`config.mk`:
```
export PLATFORM = sky130hd
export DESIGN_NAME = tbc_host
export DESIGN_NICKNAME = d
export VERILOG_FILES = /design/src/rtl/tbc_pkg.sv /design/src/rtl/tbc_class_if.sv /design/src/rtl/tbc_host.sv /design/src/rtl/tbc_char_class.sv
export SDC_FILE = /design/constraint.sdc
export NUM_CORES = 1
export LEC_CHECK = 0
export BUFFER_PORTS_ARGS = -buffer_cell sky130_fd_sc_hd__buf_2
export CAP_MARGIN = 25
export CORE_AREA = 2 2 56 110
export CTS_CLUSTER_SIZE = 24
export DETAILED_ROUTE_END_ITERATION = 10
export DIE_AREA = 0 0 58 112
export GPL_ROUTABILITY_DRIVEN = 0
export PLACE_DENSITY = 0.72
export SLEW_MARGIN = 30
export SYNTH_ARGS = -nofsm -noshare
export SYNTH_HDL_FRONTEND = slang
export SYNTH_SLANG_ARGS = --single-unit
export TNS_END_PERCENT = 10
```
`constraint.sdc`:
```
create_clock -name clk -period 2.9 [get_ports clk]
set_clock_uncertainty 0.15 [all_clocks]
set_input_delay 0.145 -clock clk [delete_from_list [all_inputs] [get_ports clk]]
set_output_delay 0.145 -clock clk [all_outputs]
set_load 0.01 [all_outputs]
```
`src/rtl/tbc_pkg.sv`:
```
// Purpose: Shared constants and types for the transport bit-order and character host.
// Assumes: One clock domain; characters are 8-bit units of a 7-bit reference code.
// Notes:   Every fixed code, range and multi-bit reset value of the block lives here.
// Behaviour
// - Frame bytes leave in ascending byte order, byte zero first.
// - Last byte of a frame leaves before first byte of next frame.
// - Bits of each byte shift out serially, bit 0 first, bit 7 last.
// - Data values sit MSb in bit 0, so receiver sees MSb first.
// - Reserved bits are driven as zero unless a field defines otherwise.
// - Control characters are 8-bit units whose top bit is zero.
// - Space appears only as separator between data fields.
// - Only printable codes 2/1 to 7/14; semicolon only terminates a message.
// - Decimal fields use digits 3/0 to 3/9 without a leading zero.
// - Hex fields use 3/0-3/9 and 4/1-4/6, zero-padded to full width.
package tbc_pkg;

  localparam int unsigned BYTE_W       = 8;
  localparam logic [2:0]  BIT_LAST     = 3'h7;
  localparam logic [2:0]  BIT_FIRST    = 3'h0;
  localparam logic [7:0]  CHAR_SPACE   = 8'h20;
  localparam logic [7:0]  CHAR_SEMI    = 8'h3B;
  localparam logic [7:0]  G0_LO        = 8'h21;
  localparam logic [7:0]  G0_HI        = 8'h7E;
  localparam logic [7:0]  DEC_LO       = 8'h30;
  localparam logic [7:0]  DEC_HI       = 8'h39;
  localparam logic [7:0]  HEXL_LO      = 8'h41;
  localparam logic [7:0]  HEXL_HI      = 8'h46;
  localparam logic [7:0]  CHAR_RST     = 8'h00;
  localparam logic [3:0]  HEX_CNT_RST  = 4'h0;

  // Kind of character the user claims to be sending
  typedef enum logic [2:0] {
    CK_TEXT = 3'b000,
    CK_SEP  = 3'b001,
    CK_DEC  = 3'b010,
    CK_HEX  = 3'b011,
    CK_END  = 3'b100
  } tbc_kind_type;

  // Error codes reported with a refused character
  typedef enum logic [2:0] {
    CE_NONE  = 3'b000,
    CE_TOP   = 3'b001,
    CE_SET   = 3'b010,
    CE_LZERO = 3'b011,
    CE_HEXW  = 3'b100
  } tbc_cerr_type;

  // Serialiser states
  typedef enum logic [1:0] {
    SS_IDLE  = 2'b00,
    SS_SHIFT = 2'b01
  } tbc_ser_type;

endpackage : tbc_pkg

```
`src/rtl/tbc_class_if.sv`:
```
// Purpose: Carries one character and its class flags between classifier and host.
// Assumes: Purely combinational contents.
// Notes:   Classifier drives flags, host drives the character.
`timescale 1ns/1ps
interface tbc_class_if;
  logic [7:0] ch;        // Character under test
  logic       top_set;   // Top bit is one
  logic       is_space;  // Space code
  logic       is_semi;   // Message terminator
  logic       is_g0;     // Printable code 2/1..7/14
  logic       is_dec;    // Decimal digit
  logic       is_hex;    // Hex digit, upper case only
  modport host (output ch, input top_set, is_space, is_semi, is_g0, is_dec, is_hex);
  modport cls  (input ch, output top_set, is_space, is_semi, is_g0, is_dec, is_hex);
endinterface : tbc_class_if

```
`src/rtl/tbc_host.sv`:
```
// Purpose: Host-side sender: serialises frame bytes and checks control characters.
// Assumes: All user inputs come from logic on clk; nothing needs synchronising.
// Notes:   Bad control characters are dropped and reported, never forwarded.
`timescale 1ns/1ps
module tbc_host (
  input  wire logic                  clk,           // 125 MHz clock
  input  wire logic                  rst_b,         // Async reset, active low
  input  wire logic                  clk_en,        // Freezes all state while low
  // Frame byte stream in
  input  wire logic                  fr_valid,      // Byte offered
  input  wire logic [7:0]            fr_data,       // Byte value
  input  wire logic                  fr_first,      // Byte zero of a frame
  input  wire logic                  fr_last,       // Last byte of a frame
  input  wire logic                  fr_msb_val,    // Byte holds a value, MSb in bit 7
  input  wire logic [7:0]            fr_rsv_mask,   // Ones mark reserved bits
  output logic                       fr_ready,      // Byte taken when high with valid
  // Serial link out
  output logic                       ser_bit,       // Serial data bit
  output logic                       ser_valid,     // Bit is meaningful
  output logic                       ser_sof,       // First bit of frame byte zero
  output logic                       ser_eof,       // Last bit of the frame's last byte
  output logic                       frame_err,     // Pulse: framing markers misused
  // Control message characters in
  input  wire logic                  ctl_valid,     // Character offered
  input  wire logic [7:0]            ctl_char,      // Character value
  input  wire tbc_pkg::tbc_kind_type ctl_kind,      // Claimed kind of character
  input  wire logic [3:0]            ctl_hex_width, // Digits per hex field
  output logic                       ctl_ready,     // Character taken when high
  // Checked control characters out
  output logic                       ctl_out_valid, // Pulse: character passed checks
  output logic [7:0]                 ctl_out_char,  // Passed character
  output logic                       ctl_err,       // Pulse: character refused
  output tbc_pkg::tbc_cerr_type      ctl_err_code   // Reason for the refusal
);
  import tbc_pkg::*;

  // Two independent paths share only the clock, reset and enable:
  //   - the frame serialiser turns one offered byte into eight serial bits,
  //     bit 0 first, with optional value reversal and reserved-bit clearing;
  //   - the character checker passes or refuses one control character per
  //     cycle, two enabled edges after it is taken.
  // Nothing here buffers: a byte is held only in the shifter, and a
  // character only in the single front stage, so back pressure on the frame
  // side comes straight from the serialiser being busy.
  // Dropping clk_en freezes every register, outputs included, so a pulse
  // that was high when the enable fell stays high until it returns.

  // ---------------------------------------------------------------------
  // Frame serialiser
  // ---------------------------------------------------------------------
  // Serialiser state: shifter, bit counter, the markers of the byte on the
  // wire, and whether a frame is open; in_frame_reg lets misuse of the
  // first and last markers be seen without counting bytes
  tbc_ser_type state_reg;
  tbc_ser_type state_next;
  logic [7:0]  shift_reg;
  logic [7:0]  shift_next;
  logic [2:0]  bit_reg;
  logic [2:0]  bit_next;
  logic        first_reg;
  logic        last_reg;
  logic        in_frame_reg;
  logic        in_frame_next;
  logic        ready_reg;
  logic        ser_bit_reg;
  logic        ser_valid_reg;
  logic        ser_sof_reg;
  logic        ser_eof_reg;
  logic        frame_err_reg;

  // Byte accept: one byte at a time, so bytes leave in the order given
  wire        take_byte = ready_reg && fr_valid;
  wire        bit_done  = (state_reg == SS_SHIFT) && (bit_reg == BIT_LAST);

  // Value bytes are bit-reversed so their MSb lands in bit 0
  wire [7:0]  rev_data;
  genvar gi;
  generate
    for (gi = 0; gi < BYTE_W; gi++) begin : g_rev
      assign rev_data[gi] = fr_data[BYTE_W-1-gi];
    end
  endgenerate
  // Plain bytes go out as given; value bytes go out MSb first
  wire [7:0]  ord_data  = fr_msb_val ? rev_data : fr_data;
  // Reserved positions are cleared after ordering, so the mask is in link order
  wire [7:0]  load_data = ord_data & ~fr_rsv_mask;

  // A new frame may not open inside an open one, and a byte must not float
  // outside a frame; either misuse is reported but the byte still goes out
  wire        bad_first = take_byte && fr_first && in_frame_reg;
  wire        bad_orph  = take_byte && !fr_first && !in_frame_reg;

  // A take always reloads the shifter; it can only happen in IDLE because
  // ready is low for the whole of SHIFT, so no byte can be cut short
  // Next-state decode
  always_comb begin
    state_next    = state_reg;
    shift_next    = shift_reg;
    bit_next      = bit_reg;
    in_frame_next = in_frame_reg;
    if (take_byte) begin
      state_next    = SS_SHIFT;
      shift_next    = load_data;
      bit_next      = BIT_FIRST;
      in_frame_next = !fr_last;
    end else if (state_reg == SS_SHIFT) begin
      // Shift right: bit 0 leaves first, bit 7 last
      shift_next = {1'b0, shift_reg[7:1]};
      bit_next   = bit_reg + 3'h1;
      if (bit_done) begin
        state_next = SS_IDLE;
      end
    end
  end

  // Reset leaves the shifter idle with no frame open
  // State and shifter
  always_ff @(posedge clk or negedge rst_b) begin
    if (!rst_b) begin
      state_reg    <= SS_IDLE;
      shift_reg    <= CHAR_RST;
      bit_reg      <= BIT_FIRST;
      in_frame_reg <= 1'b0;
    end else if (clk_en) begin
      state_reg    <= state_next;
      shift_reg    <= shift_next;
      bit_reg      <= bit_next;
      in_frame_reg <= in_frame_next;
    end
  end

  // Byte markers held for the whole byte
  always_ff @(posedge clk or negedge rst_b) begin
    if (!rst_b) begin
      first_reg <= 1'b0;
      last_reg  <= 1'b0;
    end else if (clk_en && take_byte) begin
      first_reg <= fr_first;
      last_reg  <= fr_last;
    end
  end

  // Ready rises only after bit 7 leaves, so a frame's last byte is fully out
  // before anything of the next one starts; costs one idle cycle per byte
  always_ff @(posedge clk or negedge rst_b) begin
    if (!rst_b) begin
      ready_reg <= 1'b0;
    end else if (clk_en) begin
      ready_reg <= (state_next == SS_IDLE) && !take_byte;
    end
  end

  // ser_bit is forced low outside SHIFT so the idle wire reads zero
  // Registered serial outputs, one cycle behind the shifter
  always_ff @(posedge clk or negedge rst_b) begin
    if (!rst_b) begin
      ser_bit_reg   <= 1'b0;
      ser_valid_reg <= 1'b0;
      ser_sof_reg   <= 1'b0;
      ser_eof_reg   <= 1'b0;
      frame_err_reg <= 1'b0;
    end else if (clk_en) begin
      ser_bit_reg   <= (state_reg == SS_SHIFT) && shift_reg[0];
      ser_valid_reg <= (state_reg == SS_SHIFT);
      ser_sof_reg   <= (state_reg == SS_SHIFT) && first_reg && (bit_reg == BIT_FIRST);
      ser_eof_reg   <= bit_done && last_reg;
      frame_err_reg <= bad_first || bad_orph;
    end
  end

  // Top outputs are the flip-flops above, with nothing in between
  assign fr_ready  = ready_reg;
  assign ser_bit   = ser_bit_reg;
  assign ser_valid = ser_valid_reg;
  assign ser_sof   = ser_sof_reg;
  assign ser_eof   = ser_eof_reg;
  assign frame_err = frame_err_reg;

  // ---------------------------------------------------------------------
  // Control character checker
  // ---------------------------------------------------------------------
  tbc_class_if  cif ();
  tbc_char_class u_class (
    .c (cif.cls)
  );

  // Checker state: one front stage holding the taken character, trackers
  // for decimal and hex runs, and the registered verdict. The hex width is
  // read live from the input, so it must not change while a hex field is
  // open; a change mid-field moves the point where the width refusal fires.
  logic         cin_valid_reg;
  logic [7:0]   cin_char_reg;
  tbc_kind_type cin_kind_reg;
  logic         cready_reg;
  logic         dec_zero_reg;
  logic         dec_zero_next;
  logic         dec_any_reg;
  logic         dec_any_next;
  logic [3:0]   hex_cnt_reg;
  logic [3:0]   hex_cnt_next;
  logic         cout_valid_reg;
  logic [7:0]   cout_char_reg;
  logic         cerr_reg;
  tbc_cerr_type cerr_code_reg;
  tbc_cerr_type cerr_next;

  // Checker accepts one character per enabled cycle; a register stage in
  // front keeps the classifier off the user's input path
  always_ff @(posedge clk or negedge rst_b) begin
    if (!rst_b) begin
      cready_reg    <= 1'b0;
      cin_valid_reg <= 1'b0;
      cin_char_reg  <= CHAR_RST;
      cin_kind_reg  <= CK_TEXT;
    end else if (clk_en) begin
      cready_reg    <= 1'b1;
      cin_valid_reg <= ctl_valid && cready_reg;
      cin_char_reg  <= ctl_char;
      cin_kind_reg  <= ctl_kind;
    end
  end

  // The classifier sees the registered character only; its flags are pure
  // decodes, so the verdict below settles within the same cycle
  assign cif.ch = cin_char_reg;

  // Field tracking: a decimal field opened by 0 must end there, and a hex
  // field must reach exactly the given width before anything else follows
  wire hex_open  = (hex_cnt_reg != HEX_CNT_RST);
  wire hex_short = hex_open && (cin_kind_reg != CK_HEX) && (hex_cnt_reg != ctl_hex_width);
  wire hex_long  = (cin_kind_reg == CK_HEX) && (hex_cnt_reg == ctl_hex_width);
  wire lead_zero = (cin_kind_reg == CK_DEC) && dec_zero_reg;

  // Character verdict; first failing check names the reason
  always_comb begin
    cerr_next = CE_NONE;
    if (cif.top_set) begin
      cerr_next = CE_TOP;
    end else if (hex_short || hex_long) begin
      cerr_next = CE_HEXW;
    end else if (lead_zero) begin
      cerr_next = CE_LZERO;
    end else begin
      case (cin_kind_reg)
        CK_SEP:  if (!cif.is_space) cerr_next = CE_SET;
        CK_END:  if (!cif.is_semi) cerr_next = CE_SET;
        CK_DEC:  if (!cif.is_dec) cerr_next = CE_SET;
        CK_HEX:  if (!cif.is_hex) cerr_next = CE_SET;
        default: if (!cif.is_g0 || cif.is_semi) cerr_next = CE_SET;
      endcase
    end
  end

  // Field state advances only on accepted characters; any other kind closes, even when refused
  always_comb begin
    dec_zero_next = dec_zero_reg;
    dec_any_next  = dec_any_reg;
    hex_cnt_next  = hex_cnt_reg;
    if (cin_valid_reg && (cerr_next == CE_NONE)) begin
      if (cin_kind_reg == CK_DEC) begin
        dec_zero_next = !dec_any_reg && (cin_char_reg == DEC_LO);
        dec_any_next  = 1'b1;
      end else begin
        dec_zero_next = 1'b0;
        dec_any_next  = 1'b0;
      end
      hex_cnt_next = (cin_kind_reg == CK_HEX) ? hex_cnt_reg + 4'h1 : HEX_CNT_RST;
    end else if (cin_valid_reg && (cin_kind_reg != CK_DEC) && (cin_kind_reg != CK_HEX)) begin
      // A refused closer still ends the field, so one bad field does not poison the next
      dec_zero_next = 1'b0;
      dec_any_next  = 1'b0;
      hex_cnt_next  = HEX_CNT_RST;
    end
  end

  // ctl_out_char loads every cycle, even for a refused character; only the
  // valid pulse says whether it may be used
  // Field state and verdict outputs
  always_ff @(posedge clk or negedge rst_b) begin
    if (!rst_b) begin
      dec_zero_reg   <= 1'b0;
      dec_any_reg    <= 1'b0;
      hex_cnt_reg    <= HEX_CNT_RST;
      cout_valid_reg <= 1'b0;
      cout_char_reg  <= CHAR_RST;
      cerr_reg       <= 1'b0;
      cerr_code_reg  <= CE_NONE;
    end else if (clk_en) begin
      dec_zero_reg   <= dec_zero_next;
      dec_any_reg    <= dec_any_next;
      hex_cnt_reg    <= hex_cnt_next;
      cout_valid_reg <= cin_valid_reg && (cerr_next == CE_NONE);
      cout_char_reg  <= cin_char_reg;
      cerr_reg       <= cin_valid_reg && (cerr_next != CE_NONE);
      cerr_code_reg  <= cin_valid_reg ? cerr_next : CE_NONE;
    end
  end

  // Checker outputs come straight from flip-flops: ctl_ready from the front stage, the rest from the verdict
  assign ctl_ready     = cready_reg;
  assign ctl_out_valid = cout_valid_reg;
  assign ctl_out_char  = cout_char_reg;
  assign ctl_err       = cerr_reg;
  assign ctl_err_code  = cerr_code_reg;

endmodule : tbc_host

```
`src/rtl/tbc_char_class.sv`:
```
// Purpose: Classifies one control-message character into the permitted subsets.
// Assumes: Character arrives already registered on the host side.
// Notes:   No state; flags are pure decodes of the byte.
`timescale 1ns/1ps
module tbc_char_class (
  tbc_class_if.cls c   // Character in, class flags out
);
  import tbc_pkg::*;

  // Range decodes; top bit set keeps every printable class false
  assign c.top_set  = c.ch[7];
  assign c.is_space = (c.ch == CHAR_SPACE);
  assign c.is_semi  = (c.ch == CHAR_SEMI);
  assign c.is_g0    = (c.ch >= G0_LO) && (c.ch <= G0_HI);
  assign c.is_dec   = (c.ch >= DEC_LO) && (c.ch <= DEC_HI);
  assign c.is_hex   = c.is_dec || ((c.ch >= HEXL_LO) && (c.ch <= HEXL_HI));
endmodule : tbc_char_class

```
==> impl_results.md <==
- Worst-margin pin slew: 698 ps
- First-pass GRT wire length: 10200 um
- CTS H-tree depth: 2
- WL per Instance: 15.8 um
- Hpwl dp: 4630 um
- CTS tree: done
- TritonCTS Buffers: 5
- Share of Yosys cell area claimed by the top area cell type: 49.5%
- Fillers: 509
- Synth Flop Type: dfrtp_1
- Slew margin rel.: 52.7%
- Largest net degree at the start of global routing: 44
- Seq cells post-synth: 54
- N_diodes: 0
- Quantity of gates resized following cts: 0
- Post-CTS Hold Fix Bufs: 16
- Avg Cell Area, Syn: 10.8 um2
- Post-synthesis cell type count: 52
- Layout cell share with drive strength beyond 1: 31.7%
- FP Rows: 39
- IO Pins: 59
- # port buffers: 58
- Yosys warnings: 0
- Deepest clock path buffer count: 2
- Total gr overflow: 0
- Outcome: finished clean
- Max Clk Rate: 407 MHz
- Initial antenna violation count: 0
- Max VDD drop: 543 uV
- Die area: 6500 um2
- Most frequent cells in the layout: buf_2, dfrtp_1, mux2_2
- Die Height: 112 um
- Sink Count: 54
- RSZ-0062 raised after global routing: no
- Commonest non-fill, non-tap cell in the layout: buf_2
- Synth top area cells: dfrtp_1, mux2_2, mux2i_1
- Net Count, Synth: 296
- Tmin final: 2460 ps
- Max_cap viols: 0
- Detail Route Antenna Nets: 0
- Mapped Area: 2730 um2
- Leakage: 1.58 nW
- Seq/Total Area, Yosys: 49.5%
- Final Slew Violations: 0
- Nature of the critical path startpoint: flop
- # Post-CTS Setup Buffers: 0
- Via density: 5.62
- Setup TNS: 0 ps
- Drt drc: 0
- Setup crit end kind: flop
- Post-route cell area: 3410 um2
- Final hold violation count: 0
- Clock slew at reported path FFs: 70 ps
- Synth area leader: dfrtp_1
- Final setup vio count: 0
- Via count: 2188
- Period utilization: 84.8%
- Skew-Pair Late Insertion Delay: 290 ps
- Nets: 371
- Core box area: 5660 um2
- Post-synth ARST share: 100%
- Initial Util: 48.3%
- Critical Setup Path Class: reg2reg
- Critical Path Fanout Max: 8
- Die width: 58 um
- Cell Pwr Density: 645 nW/um2
- Total Wirelength: 6140 um
- GRT Total Usage: 20.3%
- Worst Hold Class: in2reg
- Synth Instances: 252
- Pre-antenna DRT Iters: 4
- Layout area overhead: 24.8%
- CP arrival: 2490 ps
- Vias in the first global route: 2234
- DRT iter0 DRCs: 77
- Placed Area: 3090 um2
- Clock Tree Root: clkbuf_16
- Number of synthesized flops with an enable pin: 0
- Crit path required time: 2930 ps
[cell usage after synthesis (3+ instances only)]
cell      number
dfrtp_1       54
nand2_1       20
o21ai_0       16
o22ai_1        3
ha_1           5
xnor2_1        4
inv_1         18
nor3_1        10
mux2i_1        9
nor2_1         6
nand3_1       10
mux2_2        24
a21oi_1       12
clkbuf_1       9
a22o_1         3
nor2b_1        3
nand4_1        4
[path summary, 6_finish.rpt]
path                                startpoint               to  slack (ps)  depth (start not counted)
worst max-delay path                 cif.ch[2]   hex_cnt_reg[0]         440                          6
worst min-delay path            fr_rsv_mask[2]     shift_reg[2]          30                          4
worst max register to register       cif.ch[2]   hex_cnt_reg[0]         440                          6
worst min register to register    shift_reg[5]     shift_reg[5]         340                          2
max in group asynchronous                rst_b        cif.ch[5]        1650                          3
min in group asynchronous                rst_b  cin_kind_reg[2]         290                          2
[where the power goes]
| group | switching [mW] | leakage [nW] | internal, mW |
|---|---|---|---|
| clock | 0.258 | 0.0781 | 0.408 |
| sequential | 0.115 | 0.680 | 0.903 |
| combinational | 0.262 | 0.825 | 0.252 |
[layer usage]
layer / vias up / GRT usage, % / wire length (um)
met3: 20 / 2.79 / 194
met5: - / 0 / 0
met1: 1047 / 21.6 / 2250
met2: 62 / 36.9 / 3430
li1: 1059 / - / -
met4: 0 / 11.0 / 261
[logic make-up after synthesis]
family	Yosys count	synth area share (%)
xor+xnor	6	1.92
mux	34	14.0
compound gates	48	11.4
flops	54	49.5
simple gates	77	16.9
buf+inv	28	3.98
fa+ha+maj	5	2.29
[worst max-delay path, stage by stage, from the launching register on]
cell      delay, ps
dfrtp_1         450
nor4_2          470
nor4_2           90
o311ai_1        600
or3_1           250
inv_1            60
mux2_2          250
[metrics by stage]
| stage | utilization [%] | worst slack [ps] | hold slack (ps) | instances | total power [mW] |
|---|---|---|---|---|---|
| after floorplan | - | 738 | -301 | 252 | 1.34 |
| after global placement | 54.6 | 541 | 70.8 | 365 | 1.51 |
| after detailed placement | 54.6 | 456 | 85.4 | 365 | 1.53 |
| after CTS | 60.3 | 433 | 25.3 | 389 | 2.22 |
| after global routing | 60.3 | 288 | 58.7 | 389 | 2.32 |
| final | 60.3 | 442 | 32.8 | 389 | 2.20 |
[final cells by class]
cell class / count / area [um2] / share of cell area [%]
flip-flops and latches: 54 / 1350 / 39.6
multi-input cells: 170 / 1270 / 37.3
repair buffers: 78 / 480 / 14.1
clock buffers: 7 / 133 / 3.89
well taps: 61 / 76.3 / 2.24
inverters: 18 / 67.6 / 1.98
clock inverters: 1 / 30.0 / 0.880
Note: power is estimated with default switching activity, not from simulation.
